==> config.mk <==
export PLATFORM = sky130hd
export DESIGN_NAME = sfsc_dev_flat
export DESIGN_NICKNAME = d
export VERILOG_FILES = /design/src/sfsc_pkg.sv /design/src/sfsc_if.sv /design/src/sfsc_sync.sv /design/src/sfsc_dev.sv /design/src/flat_wrapper.sv
export SDC_FILE = /design/constraint.sdc
export NUM_CORES = 1
export LEC_CHECK = 0
export BUFFER_PORTS_ARGS = -buffer_cell sky130_fd_sc_hd__buf_2
export CAP_MARGIN = 20
export CORE_MARGIN = 2
export CORE_UTILIZATION = 60
export DETAILED_ROUTE_END_ITERATION = 10
export GPL_ROUTABILITY_DRIVEN = 0
export PLACE_DENSITY = 0.78
export SLEW_MARGIN = 20
export SYNTH_ARGS = -nofsm -noshare
export SYNTH_HDL_FRONTEND = slang
export SYNTH_SLANG_ARGS = --single-unit
==> constraint.sdc <==
create_clock -name core_clk -period 3.4 [get_ports core_clk]
set_clock_uncertainty 0.15 [all_clocks]
set_input_delay 0.34 -clock core_clk [delete_from_list [all_inputs] [get_ports core_clk]]
set_output_delay 0.34 -clock core_clk [all_outputs]
set_load 0.03 [all_outputs]
==> src/sfsc_pkg.sv <==
// Package with opcodes, status bit positions and timing constants for the serial flash link
package sfsc_pkg;
  // Instruction codes
  localparam logic [7:0] OP_WREN = 8'h06;
  localparam logic [7:0] OP_WRDI = 8'h04;
  localparam logic [7:0] OP_RDSR = 8'h05;
  localparam logic [7:0] OP_WRSR = 8'h01;
  localparam logic [7:0] OP_READ = 8'h03;
  localparam logic [7:0] OP_FREAD = 8'h0b;
  localparam logic [7:0] OP_DREAD = 8'h3b;
  localparam logic [7:0] OP_PROG = 8'h02;
  localparam logic [7:0] OP_BERASE = 8'hd8;
  localparam logic [7:0] OP_SERASE = 8'h20;
  localparam logic [7:0] OP_CERASE = 8'hc7;
  localparam logic [7:0] OP_PDOWN = 8'hb9;
  localparam logic [7:0] OP_RELID = 8'hab;
  localparam logic [7:0] OP_MFID = 8'h90;
  localparam logic [7:0] OP_JEDID = 8'h9f;
  // Status bit positions
  localparam int SB_BUSY = 0;
  localparam int SB_WEL = 1;
  localparam int SB_BP0 = 2;
  localparam int SB_BP1 = 3;
  localparam int SB_BP2 = 4;
  localparam int SB_TB = 5;
  localparam int SB_SRP = 7;
  // Writable status bits 7,5,4,3,2
  localparam logic [7:0] SR_WMASK = 8'hbc;
  localparam logic [7:0] SR_RESET = 8'h00;
  // Arbitrary identity values
  localparam logic [7:0] ID_MFR = 8'h5a;
  localparam logic [7:0] ID_DEV = 8'h21;
  localparam logic [7:0] ID_TYPE = 8'h42;
  // Self-timed cycle times in ns, and clock period in ns
  localparam int CLK_NS = 8;
  localparam int TW_NS = 10000;
  localparam int TPP_NS = 3000;
  localparam int TE_NS = 20000;
  localparam int TW_CYC = TW_NS / CLK_NS;
  localparam int TPP_CYC = TPP_NS / CLK_NS;
  localparam int TE_CYC = TE_NS / CLK_NS;
  // Host serial clock half period in core cycles (80 ns period)
  localparam int HALF_CYC = 5;
  // Host register offsets
  localparam logic [3:0] RA_CMD = 4'h0;
  localparam logic [3:0] RA_STAT = 4'h4;
  localparam logic [3:0] RA_DATA = 4'h8;
endpackage

==> src/sfsc_if.sv <==
// Interface carrying the serial flash link pins between host and device
`timescale 1ns/1ps
interface sfsc_if;
  logic cs_n; // Chip select, active low
  logic sclk; // Serial clock from host
  logic serial_in_line; // Host to device data
  logic so; // Device output line
  logic so_oe_n; // Device output enable, low while driving
  logic wp_n; // Write protect pin, active low
  // Host end drives the framing and input, device drives its output
  modport host (output cs_n, output sclk, output serial_in_line, output wp_n,
    input so, input so_oe_n);
  modport dev (input cs_n, input sclk, input serial_in_line, input wp_n,
    output so, output so_oe_n);
endinterface

==> src/sfsc_sync.sv <==
// Two-stage synchroniser for a group of pins entering the core clock
`timescale 1ns/1ps
module sfsc_sync #(parameter int W = 4) (
  input wire logic core_clk,
  input wire logic reset_n,
  input wire logic [W-1:0] din,
  output logic [W-1:0] dout
);
  logic [W-1:0] s1_r; // First stage, read only by second
  logic [W-1:0] s1_nxt;
  logic [W-1:0] s2_nxt;
  // Next values just shift along
  always_comb begin
    s1_nxt = din;
    s2_nxt = s1_r;
  end
  // Register both stages, reset to all ones (select, protect and output pins idle high)
  always_ff @(posedge core_clk) begin
    if (!reset_n) begin
      s1_r <= '1;
      dout <= '1;
    end else begin
      s1_r <= s1_nxt;
      dout <= s2_nxt;
    end
  end
endmodule // sfsc_sync

==> src/sfsc_dev.sv <==
// Serial flash device end: instruction decoder, status register and write cycle
// Operation
// - Opcode 06h sets write enable latch
// - Host enables writes before every write
// - Opcode 04h clears write enable latch
// - Latch cleared at reset and cycle end
// - Input bits sampled on rising clock
// - Status shifted out MSB first, falling edge
// - Status byte repeats until chip select
// - Status read accepted even while busy
// - Status write needs latch set first
// - Status write dropped unless byte aligned
// - Busy set for whole self-timed cycle
// - Latch cleared when status write ends
// - Protected areas refuse program and erase
// - Lock bit with low pin refuses status writes
// - All bytes move most significant first
// - Identity byte repeats until chip select, except JEDEC ID (three bytes only)
// - Busy device ignores all but status and identity reads
// - First byte after select is opcode
`timescale 1ns/1ps
module sfsc_dev
  import sfsc_pkg::*;
(
  input wire logic core_clk,
  input wire logic reset_n,
  sfsc_if.dev link,
  output logic [7:0] status_out,
  output logic cycle_done
);
  // Synchronised pins: cs_n, sclk, data in, wp_n
  logic [3:0] pins;
  sfsc_sync #(.W(4)) u_sync (
    .core_clk(core_clk),
    .reset_n(reset_n),
    .din({link.cs_n, link.sclk, link.serial_in_line, link.wp_n}),
    .dout(pins)
  );
  logic cs_n_s, sclk_s, din_s, wp_n_s;
  assign cs_n_s = pins[3];
  assign sclk_s = pins[2];
  assign din_s = pins[1];
  assign wp_n_s = pins[0];

  typedef enum logic [1:0] {
    SFSC_IDLE = 2'b00,
    SFSC_BUSY = 2'b01
  } sfsc_cyc_e;

  // Address range check against protect bits on a 1MB map (16 blocks)
  function automatic logic prot_hit(input logic [7:0] sr, input logic [23:0] a);
    logic [2:0] bp;
    logic [3:0] blk;
    logic [4:0] n;
    begin
      bp = {sr[SB_BP2], sr[SB_BP1], sr[SB_BP0]};
      blk = a[19:16];
      n = 5'h00;
      prot_hit = 1'b0;
      if (bp >= 3'h5) begin
        prot_hit = 1'b1;
      end else if (bp != 3'h0) begin
        n = 5'(5'h01 << (bp - 3'h1)); // Blocks protected
        if (sr[SB_TB]) begin
          prot_hit = ({1'b0, blk} < n);
        end else begin
          prot_hit = ({1'b0, blk} >= (5'h10 - n));
        end
      end
    end
  endfunction

  logic sclk_d_r, sclk_d_nxt; // Previous sampled clock
  logic cs_d_r, cs_d_nxt; // Previous sampled select
  logic [7:0] sh_r, sh_nxt; // Input shift register
  logic [2:0] bit_r, bit_nxt; // Bit index in byte
  logic [2:0] byte_r, byte_nxt; // Bytes received, saturating
  logic [7:0] op_r, op_nxt; // Latched opcode
  logic [23:0] addr_r, addr_nxt; // Latched address
  logic [7:0] wdat_r, wdat_nxt; // Status write data byte
  logic pend_r, pend_nxt; // Program data seen
  logic [7:0] sr_r, sr_nxt; // Status register
  logic [7:0] osh_r, osh_nxt; // Output shift register
  logic so_r, so_nxt;
  logic oe_n_r, oe_n_nxt;
  sfsc_cyc_e cyc_r, cyc_nxt;
  logic [7:0] pend_sr_r, pend_sr_nxt; // Value applied at cycle end
  logic [12:0] cnt_r, cnt_nxt; // Self-timed cycle counter
  logic done_r, done_nxt;

  logic rise, fall, cs_rise, cs_fall;
  logic [7:0] byte_in;
  logic byte_end;
  assign rise = sclk_s & ~sclk_d_r;
  assign fall = ~sclk_s & sclk_d_r;
  assign cs_fall = ~cs_n_s & cs_d_r;
  assign cs_rise = cs_n_s & ~cs_d_r;
  assign byte_in = {sh_r[6:0], din_s};
  assign byte_end = rise & ~cs_n_s & (bit_r == 3'h7);

  // Serial front end, decoder, status and write cycle
  always_comb begin
    sclk_d_nxt = sclk_s;
    cs_d_nxt = cs_n_s;
    sh_nxt = sh_r;
    bit_nxt = bit_r;
    byte_nxt = byte_r;
    op_nxt = op_r;
    addr_nxt = addr_r;
    wdat_nxt = wdat_r;
    pend_nxt = pend_r;
    sr_nxt = sr_r;
    osh_nxt = osh_r;
    so_nxt = so_r;
    oe_n_nxt = oe_n_r;
    cyc_nxt = cyc_r;
    pend_sr_nxt = pend_sr_r;
    cnt_nxt = cnt_r;
    done_nxt = 1'b0;
    if (cs_fall) begin
      // New frame, first byte will be the opcode
      bit_nxt = 3'h0;
      byte_nxt = 3'h0;
      pend_nxt = 1'b0;
      op_nxt = 8'h00;
    end
    if (rise & ~cs_n_s) begin
      sh_nxt = byte_in;
      bit_nxt = 3'(bit_r + 3'h1);
    end
    if (byte_end) begin
      if (byte_r != 3'h7) begin
        byte_nxt = 3'(byte_r + 3'h1);
      end
      if (byte_r == 3'h0) begin
        op_nxt = byte_in;
        // Status and JEDEC ID reads preload the byte to return
        case (byte_in)
          OP_RDSR: osh_nxt = sr_r;
          OP_JEDID: osh_nxt = ID_MFR;
          default: osh_nxt = 8'h00;
        endcase
      end else if (byte_r <= 3'h3) begin
        addr_nxt = {addr_r[15:0], byte_in};
        if (op_r == OP_WRSR && byte_r == 3'h1) begin
          wdat_nxt = byte_in;
        end
        if (byte_r == 3'h3 && op_r == OP_RELID) begin
          osh_nxt = ID_DEV;
        end
        if (byte_r == 3'h3 && op_r == OP_MFID) begin
          osh_nxt = ID_MFR;
        end
        if (byte_r == 3'h1 && op_r == OP_JEDID) begin
          osh_nxt = ID_TYPE;
        end
        if (byte_r == 3'h2 && op_r == OP_JEDID) begin
          osh_nxt = ID_DEV;
        end
      end else if (op_r == OP_PROG) begin
        pend_nxt = 1'b1;
      end
    end
    // Output shifting on falling edges, status and MFID bytes reload each eight bits
    if (fall & ~cs_n_s) begin
      if (op_r == OP_RDSR && byte_r != 3'h0) begin
        so_nxt = osh_r[3'h7 - bit_r];
        oe_n_nxt = 1'b0;
        if (bit_r == 3'h7) begin
          osh_nxt = sr_r;
        end
      end else if (op_r == OP_RELID && byte_r >= 3'h4) begin
        so_nxt = osh_r[3'h7 - bit_r];
        oe_n_nxt = 1'b0;
      end else if ((op_r == OP_MFID && byte_r >= 3'h4) ||
          (op_r == OP_JEDID && byte_r >= 3'h1 && byte_r <= 3'h3)) begin
        so_nxt = osh_r[3'h7 - bit_r];
        oe_n_nxt = 1'b0;
        if (bit_r == 3'h7 && op_r == OP_MFID) begin
          osh_nxt = ID_DEV;
        end
      end
    end
    if (cs_n_s) begin
      oe_n_nxt = 1'b1;
    end
    // End of frame: execute write type instructions
    if (cs_rise && cyc_r == SFSC_IDLE && bit_r == 3'h0) begin
      case (op_r)
        OP_WREN: if (byte_r == 3'h1) sr_nxt[SB_WEL] = 1'b1;
        OP_WRDI: if (byte_r == 3'h1) sr_nxt[SB_WEL] = 1'b0;
        OP_WRSR: begin
          if (byte_r == 3'h2 && sr_r[SB_WEL] &&
              !(sr_r[SB_SRP] && !wp_n_s)) begin
            pend_sr_nxt = (sr_r & ~SR_WMASK) | (wdat_r & SR_WMASK);
            cnt_nxt = 13'(TW_CYC);
            cyc_nxt = SFSC_BUSY;
            sr_nxt[SB_BUSY] = 1'b1;
          end
        end
        OP_PROG: begin
          if (pend_r && sr_r[SB_WEL] && !prot_hit(sr_r, addr_r)) begin
            pend_sr_nxt = sr_r;
            cnt_nxt = 13'(TPP_CYC);
            cyc_nxt = SFSC_BUSY;
            sr_nxt[SB_BUSY] = 1'b1;
          end
        end
        OP_SERASE, OP_BERASE: begin
          if (byte_r == 3'h4 && sr_r[SB_WEL] && !prot_hit(sr_r, addr_r)) begin
            pend_sr_nxt = sr_r;
            cnt_nxt = 13'(TE_CYC);
            cyc_nxt = SFSC_BUSY;
            sr_nxt[SB_BUSY] = 1'b1;
          end
        end
        OP_CERASE: begin
          if (byte_r == 3'h1 && sr_r[SB_WEL] &&
              {sr_r[SB_BP2], sr_r[SB_BP1], sr_r[SB_BP0]} == 3'h0) begin
            pend_sr_nxt = sr_r;
            cnt_nxt = 13'(TE_CYC);
            cyc_nxt = SFSC_BUSY;
            sr_nxt[SB_BUSY] = 1'b1;
          end
        end
        default: ;
      endcase
    end
    // Self-timed cycle countdown
    case (cyc_r)
      SFSC_BUSY: begin
        if (cnt_r <= 13'h0001) begin
          sr_nxt = pend_sr_r;
          sr_nxt[SB_BUSY] = 1'b0;
          sr_nxt[SB_WEL] = 1'b0;
          cyc_nxt = SFSC_IDLE;
          done_nxt = 1'b1;
        end else begin
          cnt_nxt = 13'(cnt_r - 13'h0001);
        end
      end
      default: ;
    endcase
  end

  // Register all device state
  always_ff @(posedge core_clk) begin
    if (!reset_n) begin
      sclk_d_r <= 1'b1;
      cs_d_r <= 1'b1;
      sh_r <= 8'h00;
      bit_r <= 3'h0;
      byte_r <= 3'h0;
      op_r <= 8'h00;
      addr_r <= 24'h000000;
      wdat_r <= 8'h00;
      pend_r <= 1'b0;
      sr_r <= SR_RESET;
      osh_r <= 8'h00;
      so_r <= 1'b1;
      oe_n_r <= 1'b1;
      cyc_r <= SFSC_IDLE;
      pend_sr_r <= SR_RESET;
      cnt_r <= 13'h0000;
      done_r <= 1'b0;
    end else begin
      sclk_d_r <= sclk_d_nxt;
      cs_d_r <= cs_d_nxt;
      sh_r <= sh_nxt;
      bit_r <= bit_nxt;
      byte_r <= byte_nxt;
      op_r <= op_nxt;
      addr_r <= addr_nxt;
      wdat_r <= wdat_nxt;
      pend_r <= pend_nxt;
      sr_r <= sr_nxt;
      osh_r <= osh_nxt;
      so_r <= so_nxt;
      oe_n_r <= oe_n_nxt;
      cyc_r <= cyc_nxt;
      pend_sr_r <= pend_sr_nxt;
      cnt_r <= cnt_nxt;
      done_r <= done_nxt;
    end
  end

  assign link.so = so_r;
  assign link.so_oe_n = oe_n_r;
  assign status_out = sr_r;
  assign cycle_done = done_r;
endmodule // sfsc_dev

==> src/flat_wrapper.sv <==
// flat-port wrapper written by rule: the top's interface ports become plain ports
module sfsc_dev_flat import sfsc_pkg::*;
  (core_clk, reset_n, status_out, cycle_done, link_cs_n, link_sclk, link_serial_in_line, link_wp_n, link_so, link_so_oe_n);
  sfsc_if link_i ();
  input wire logic core_clk;
  input wire logic reset_n;
  output logic [7:0] status_out;
  output logic cycle_done;
  input wire logic [$bits(link_i.cs_n)-1:0] link_cs_n;
  input wire logic [$bits(link_i.sclk)-1:0] link_sclk;
  input wire logic [$bits(link_i.serial_in_line)-1:0] link_serial_in_line;
  input wire logic [$bits(link_i.wp_n)-1:0] link_wp_n;
  output wire logic [$bits(link_i.so)-1:0] link_so;
  output wire logic [$bits(link_i.so_oe_n)-1:0] link_so_oe_n;
  assign link_i.cs_n = link_cs_n;
  assign link_i.sclk = link_sclk;
  assign link_i.serial_in_line = link_serial_in_line;
  assign link_i.wp_n = link_wp_n;
  assign link_so = link_i.so;
  assign link_so_oe_n = link_i.so_oe_n;
  sfsc_dev u_core (.core_clk(core_clk), .reset_n(reset_n), .link(link_i), .status_out(status_out), .cycle_done(cycle_done));
endmodule
==> impl_metrics.csv <==
group,metric,value,unit
worst_setup_path,crit_top_cell,"ha_1",
detailed_routing,antenna_left,0,
sta,finalHoldViolations,0,
power,p_leak,1.95,nW
clocking,clock_sinks,89,
die,initial_utilization,0.616,
logic_synthesis,syn_nets,600,
clocking,cts_tree,"built",
power,pwr-share-seq,0.536,
logic_synthesis,syn-instance-count,575,
logic_synthesis,synth_top_cell_by_area,"dfxtp_1",
cells_and_area,drive_above_1_share,0.103,
grt,grt_first_pass_wirelength,19.7,mm
cells_and_area,areaGrowthSynthToFinish,9.44,%
detailed_routing,drt_iter0_drc,426,
logic_synthesis,synth.area.top_cells,"dfxtp_1, nand2_1, a21oi_1",
power,netSwitchingFraction,0.209,
worst_setup_path,crit_buf_inv,1,
sta,slew_violations,0,
sta,slew_headroom,0.413,
worst_setup_path,worstPathCellList,"buf_4, nor2b_2, nand2b_1, ha_1, xnor2_1, ha_1, a211o_1, a31oi_1, o21bai_1, nor2_1, o31a_1, nand2b_4, a41o_1",
worst_setup_path,cpMaxStageDelayCell,"dfxtp_1",
worst_setup_path,worstPathRequired,3.52,ns
logic_synthesis,ys_ff_latch,89,
hold_path,hold_class,"in2reg",
die,die-area,0.00861,sq mm
worst_setup_path,start_kind,"flip-flop",
worst_setup_path,critPathMaxStageDelay,0.33,ns
clocking,cts.clk_slew.worst_paths,0.09,ns
worst_setup_path,reg2reg_slack,0.26,ns
die,coreArea,0.00769,sq mm
run,maxCapViolCount,0,
grt,grt_pass1_vias,4046,
worst_setup_path,crit_family,"compound AO/OA/AOI/OAI gates",
detailed_routing,drc,0,
power,p_sw,0.410,mW
sta,fin_tns_setup,0,ns
grt,grt_max_degree,42,
sta,setup_viol,0,
power,clockPowerShare,0.443,
worst_setup_path,timing.rr.end,"u_core.cnt_r[9]",
detailed_routing,vias_per_cell,6.25,
cells_and_area,fill_cells,657,
logic_synthesis,yosys.cell_types.count,69,
logic_synthesis,avgSynthCellArea,8.23,sq um
worst_setup_path,cp.arrival,3.26,ns
cells_and_area,final_util,0.674,
logic_synthesis,async_flop_share,0,
clocking,cts_buffers,9,
die,die_y,92.8,um
logic_synthesis,syn_area,0.00473,sq mm
sta,fin_ws,0.261,ns
logic_synthesis,synth_edf_count,0,
detailed_routing,finalWirelength,11.6,mm
worst_setup_path,cp-end-kind,"flip-flop",
power,ir_drop,228,uV
detailed_routing,first_pass_iters,5,
worst_setup_path,rr_worst_depth,13,
detailed_routing,vias,4331,
worst_setup_path,startpoint,"u_core.status_out[3]",
sta,fin_crit,3.14,ns
grt,grt_usage,0.283,
worst_setup_path,r2r-start,"u_core.status_out[3]",
power,internal_power,1.55,mW
placed_design,place_ws,0.0123,ns
clocking,post-cts-setup-buffers,0,
status,status,"finished, final reports clean",
logic_synthesis,synth_ff_type,"dfxtp_1",
detailed_routing,wl_per_cell,16.7,um
cells_and_area,final_common_cell,"nand2_1",
grt,antenna_found_initial,0,
worst_setup_path,crit_type,"reg2reg",
logic_synthesis,ys_warn_count,0,
power,powerDensity,378,mW/mm^2
sta,tightest_slew,0.875,ns
clocking,cts_buffer_depth,2,
worst_setup_path,worstSetupEndpoint,"u_core.cnt_r[9]",
logic_synthesis,synth-seq-area-share,0.377,
grt,grt_overflow,0,
die,io_pins,17,
placed_design,port_buffers,16,
die,die_x,92.8,um
clocking,clock_latency,0.37,ns
worst_setup_path,critPathMaxFanout,10,
die,std_cell_rows,32,
clocking,root_buffer,"clkbuf_8",
cells_and_area,nets,611,
cells_and_area,final_cell_mix,"nand2_1, dfxtp_1, a21oi_1, nor2_1, nand3_1",
logic_synthesis,synth_top_area_share,0.377,
sta,fin_crit_sh,0.923,
cells_and_area,antenna_cells,0,
sta,max_freq,319,MHz
worst_setup_path,cp.depth,13,
clocking,htreeDepth,3,
placed_design,place_hpwl,8.25,mm
power,combPwrFrac,0.020,
how the worst min path moves through the flow:
| stage | start | depth (start not counted) | endpoint |
|---|---|---|---|
| 3_5_place_dp | u_core.u_sync.s1_r[0] | 1 | u_core.u_sync.dout[0] |
| 6_report | reset_n | 2 | u_core.link.so |
| 4_1_cts | link_serial_in_line | 2 | u_core.u_sync.s1_r[1] |
| 5_1_grt | reset_n | 2 | u_core.link.so |
| 3_3_place_gp | u_core.u_sync.s1_r[3] | 1 | u_core.u_sync.dout[3] |
| 2_1_floorplan | u_core.u_sync.s1_r[0] | 1 | u_core.u_sync.dout[0] |
power groups by stage:
stage                     clock (mW)  sequential (mW)  combinational [mW]
after floorplan                    0             1.07              0.0273
after global placement             0             1.07              0.0369
after detailed placement           0             1.08              0.0366
after CTS                      0.876             1.05              0.0392
after global routing           0.926             1.05              0.0442
final                          0.869             1.05              0.0398
flip-flops by register name, summed over array words and instances, names as in the netlist, 4 cells and up:
register,count
u_core.pend_sr_r,6
u_core.status_out,8
u_core.u_sync.dout,4
u_core.op_r,8
u_core.osh_r,8
u_core.u_sync.s1_r,4
u_core.sh_r,7
u_core.addr_r,12
u_core.cnt_r,13
u_core.wdat_r,5
synth_stat cells, types with 3 or more instances:
cell      instances
nand2_1          98
dfxtp_1          89
a21oi_1          51
nor2_1           44
clkbuf_1         24
nand3_1          22
nand2b_1         21
mux2i_1          20
ha_1             19
inv_1            18
o21ai_0          17
nor3_1           12
mux2_2            7
nor2b_1           7
a31oi_1           6
nand4_1           6
nor4_1            6
o211ai_1          6
a211oi_1          5
and2_1            5
nand3b_1          5
o21ai_1           4
o31a_1            4
or3_1             4
xnor2_1           4
and3_1            3
nand4b_1          3
nor3b_1           3
nor4b_1           3
nor4bb_1          3
o21bai_1          3
layer usage:
layer	track usage	wire [um]	up-vias
li1	-	-	2076
met1	0.369	5100	2043
met2	0.462	5400	180
met3	0.0545	833	32
met4	0.108	266	0
met5	0	0	-
worst reg2reg max path: cells and delay by family (launching register included):
kind                       cells  cell delay, ns
AOI/OAI and AO/OA              5            1.01
xor gates and xnor gates       1            0.15
adders and majority gates      2            0.56
buffers and inverters          1            0.16
DFF                            1            0.33
and+or+nand+nor                4            0.68
logic make-up after synthesis:
logic type      share of synthesized area
buf+inv                            0.0378
fa+ha+maj                          0.0502
mux                                0.0685
compound gates                      0.179
simple gates                        0.277
flops                               0.377
xor+xnor                           0.0111
area by class of cell:
cell class / count / area (sq um) / area share
well taps: 102 / 128 / 0.0246
clock buffers: 11 / 131 / 0.0254
repair buffers: 28 / 180 / 0.0348
multi-input cells: 440 / 2790 / 0.538
flip-flops and latches: 89 / 1780 / 0.344
clock inverters: 5 / 104 / 0.0201
inverters: 18 / 67.6 / 0.0130
repair_timing:
| action | 4_1_cts | 5_1_grt |
|---|---|---|
| endpoints found under the setup margin | 1 | 12 |
| pin swaps | 0 | 0 |
| hold buffers | 3 | 1 |
| endpoints found under the hold margin | 3 | 1 |
| resized for setup | 1 | 3 |
metrics by stage:
stage	power, mW	hold WS, ns	std cells	instance area (sq um)
5_1_grt	2.02	0.147	693	5180
2_1_floorplan	1.10	0.236	575	4730
6_report	1.96	0.132	693	5180
3_5_place_dp	1.11	0.246	673	4890
3_3_place_gp	1.11	0.237	673	4890
4_1_cts	1.97	0.00192	692	5160
(Power assumes the default switching activity.)
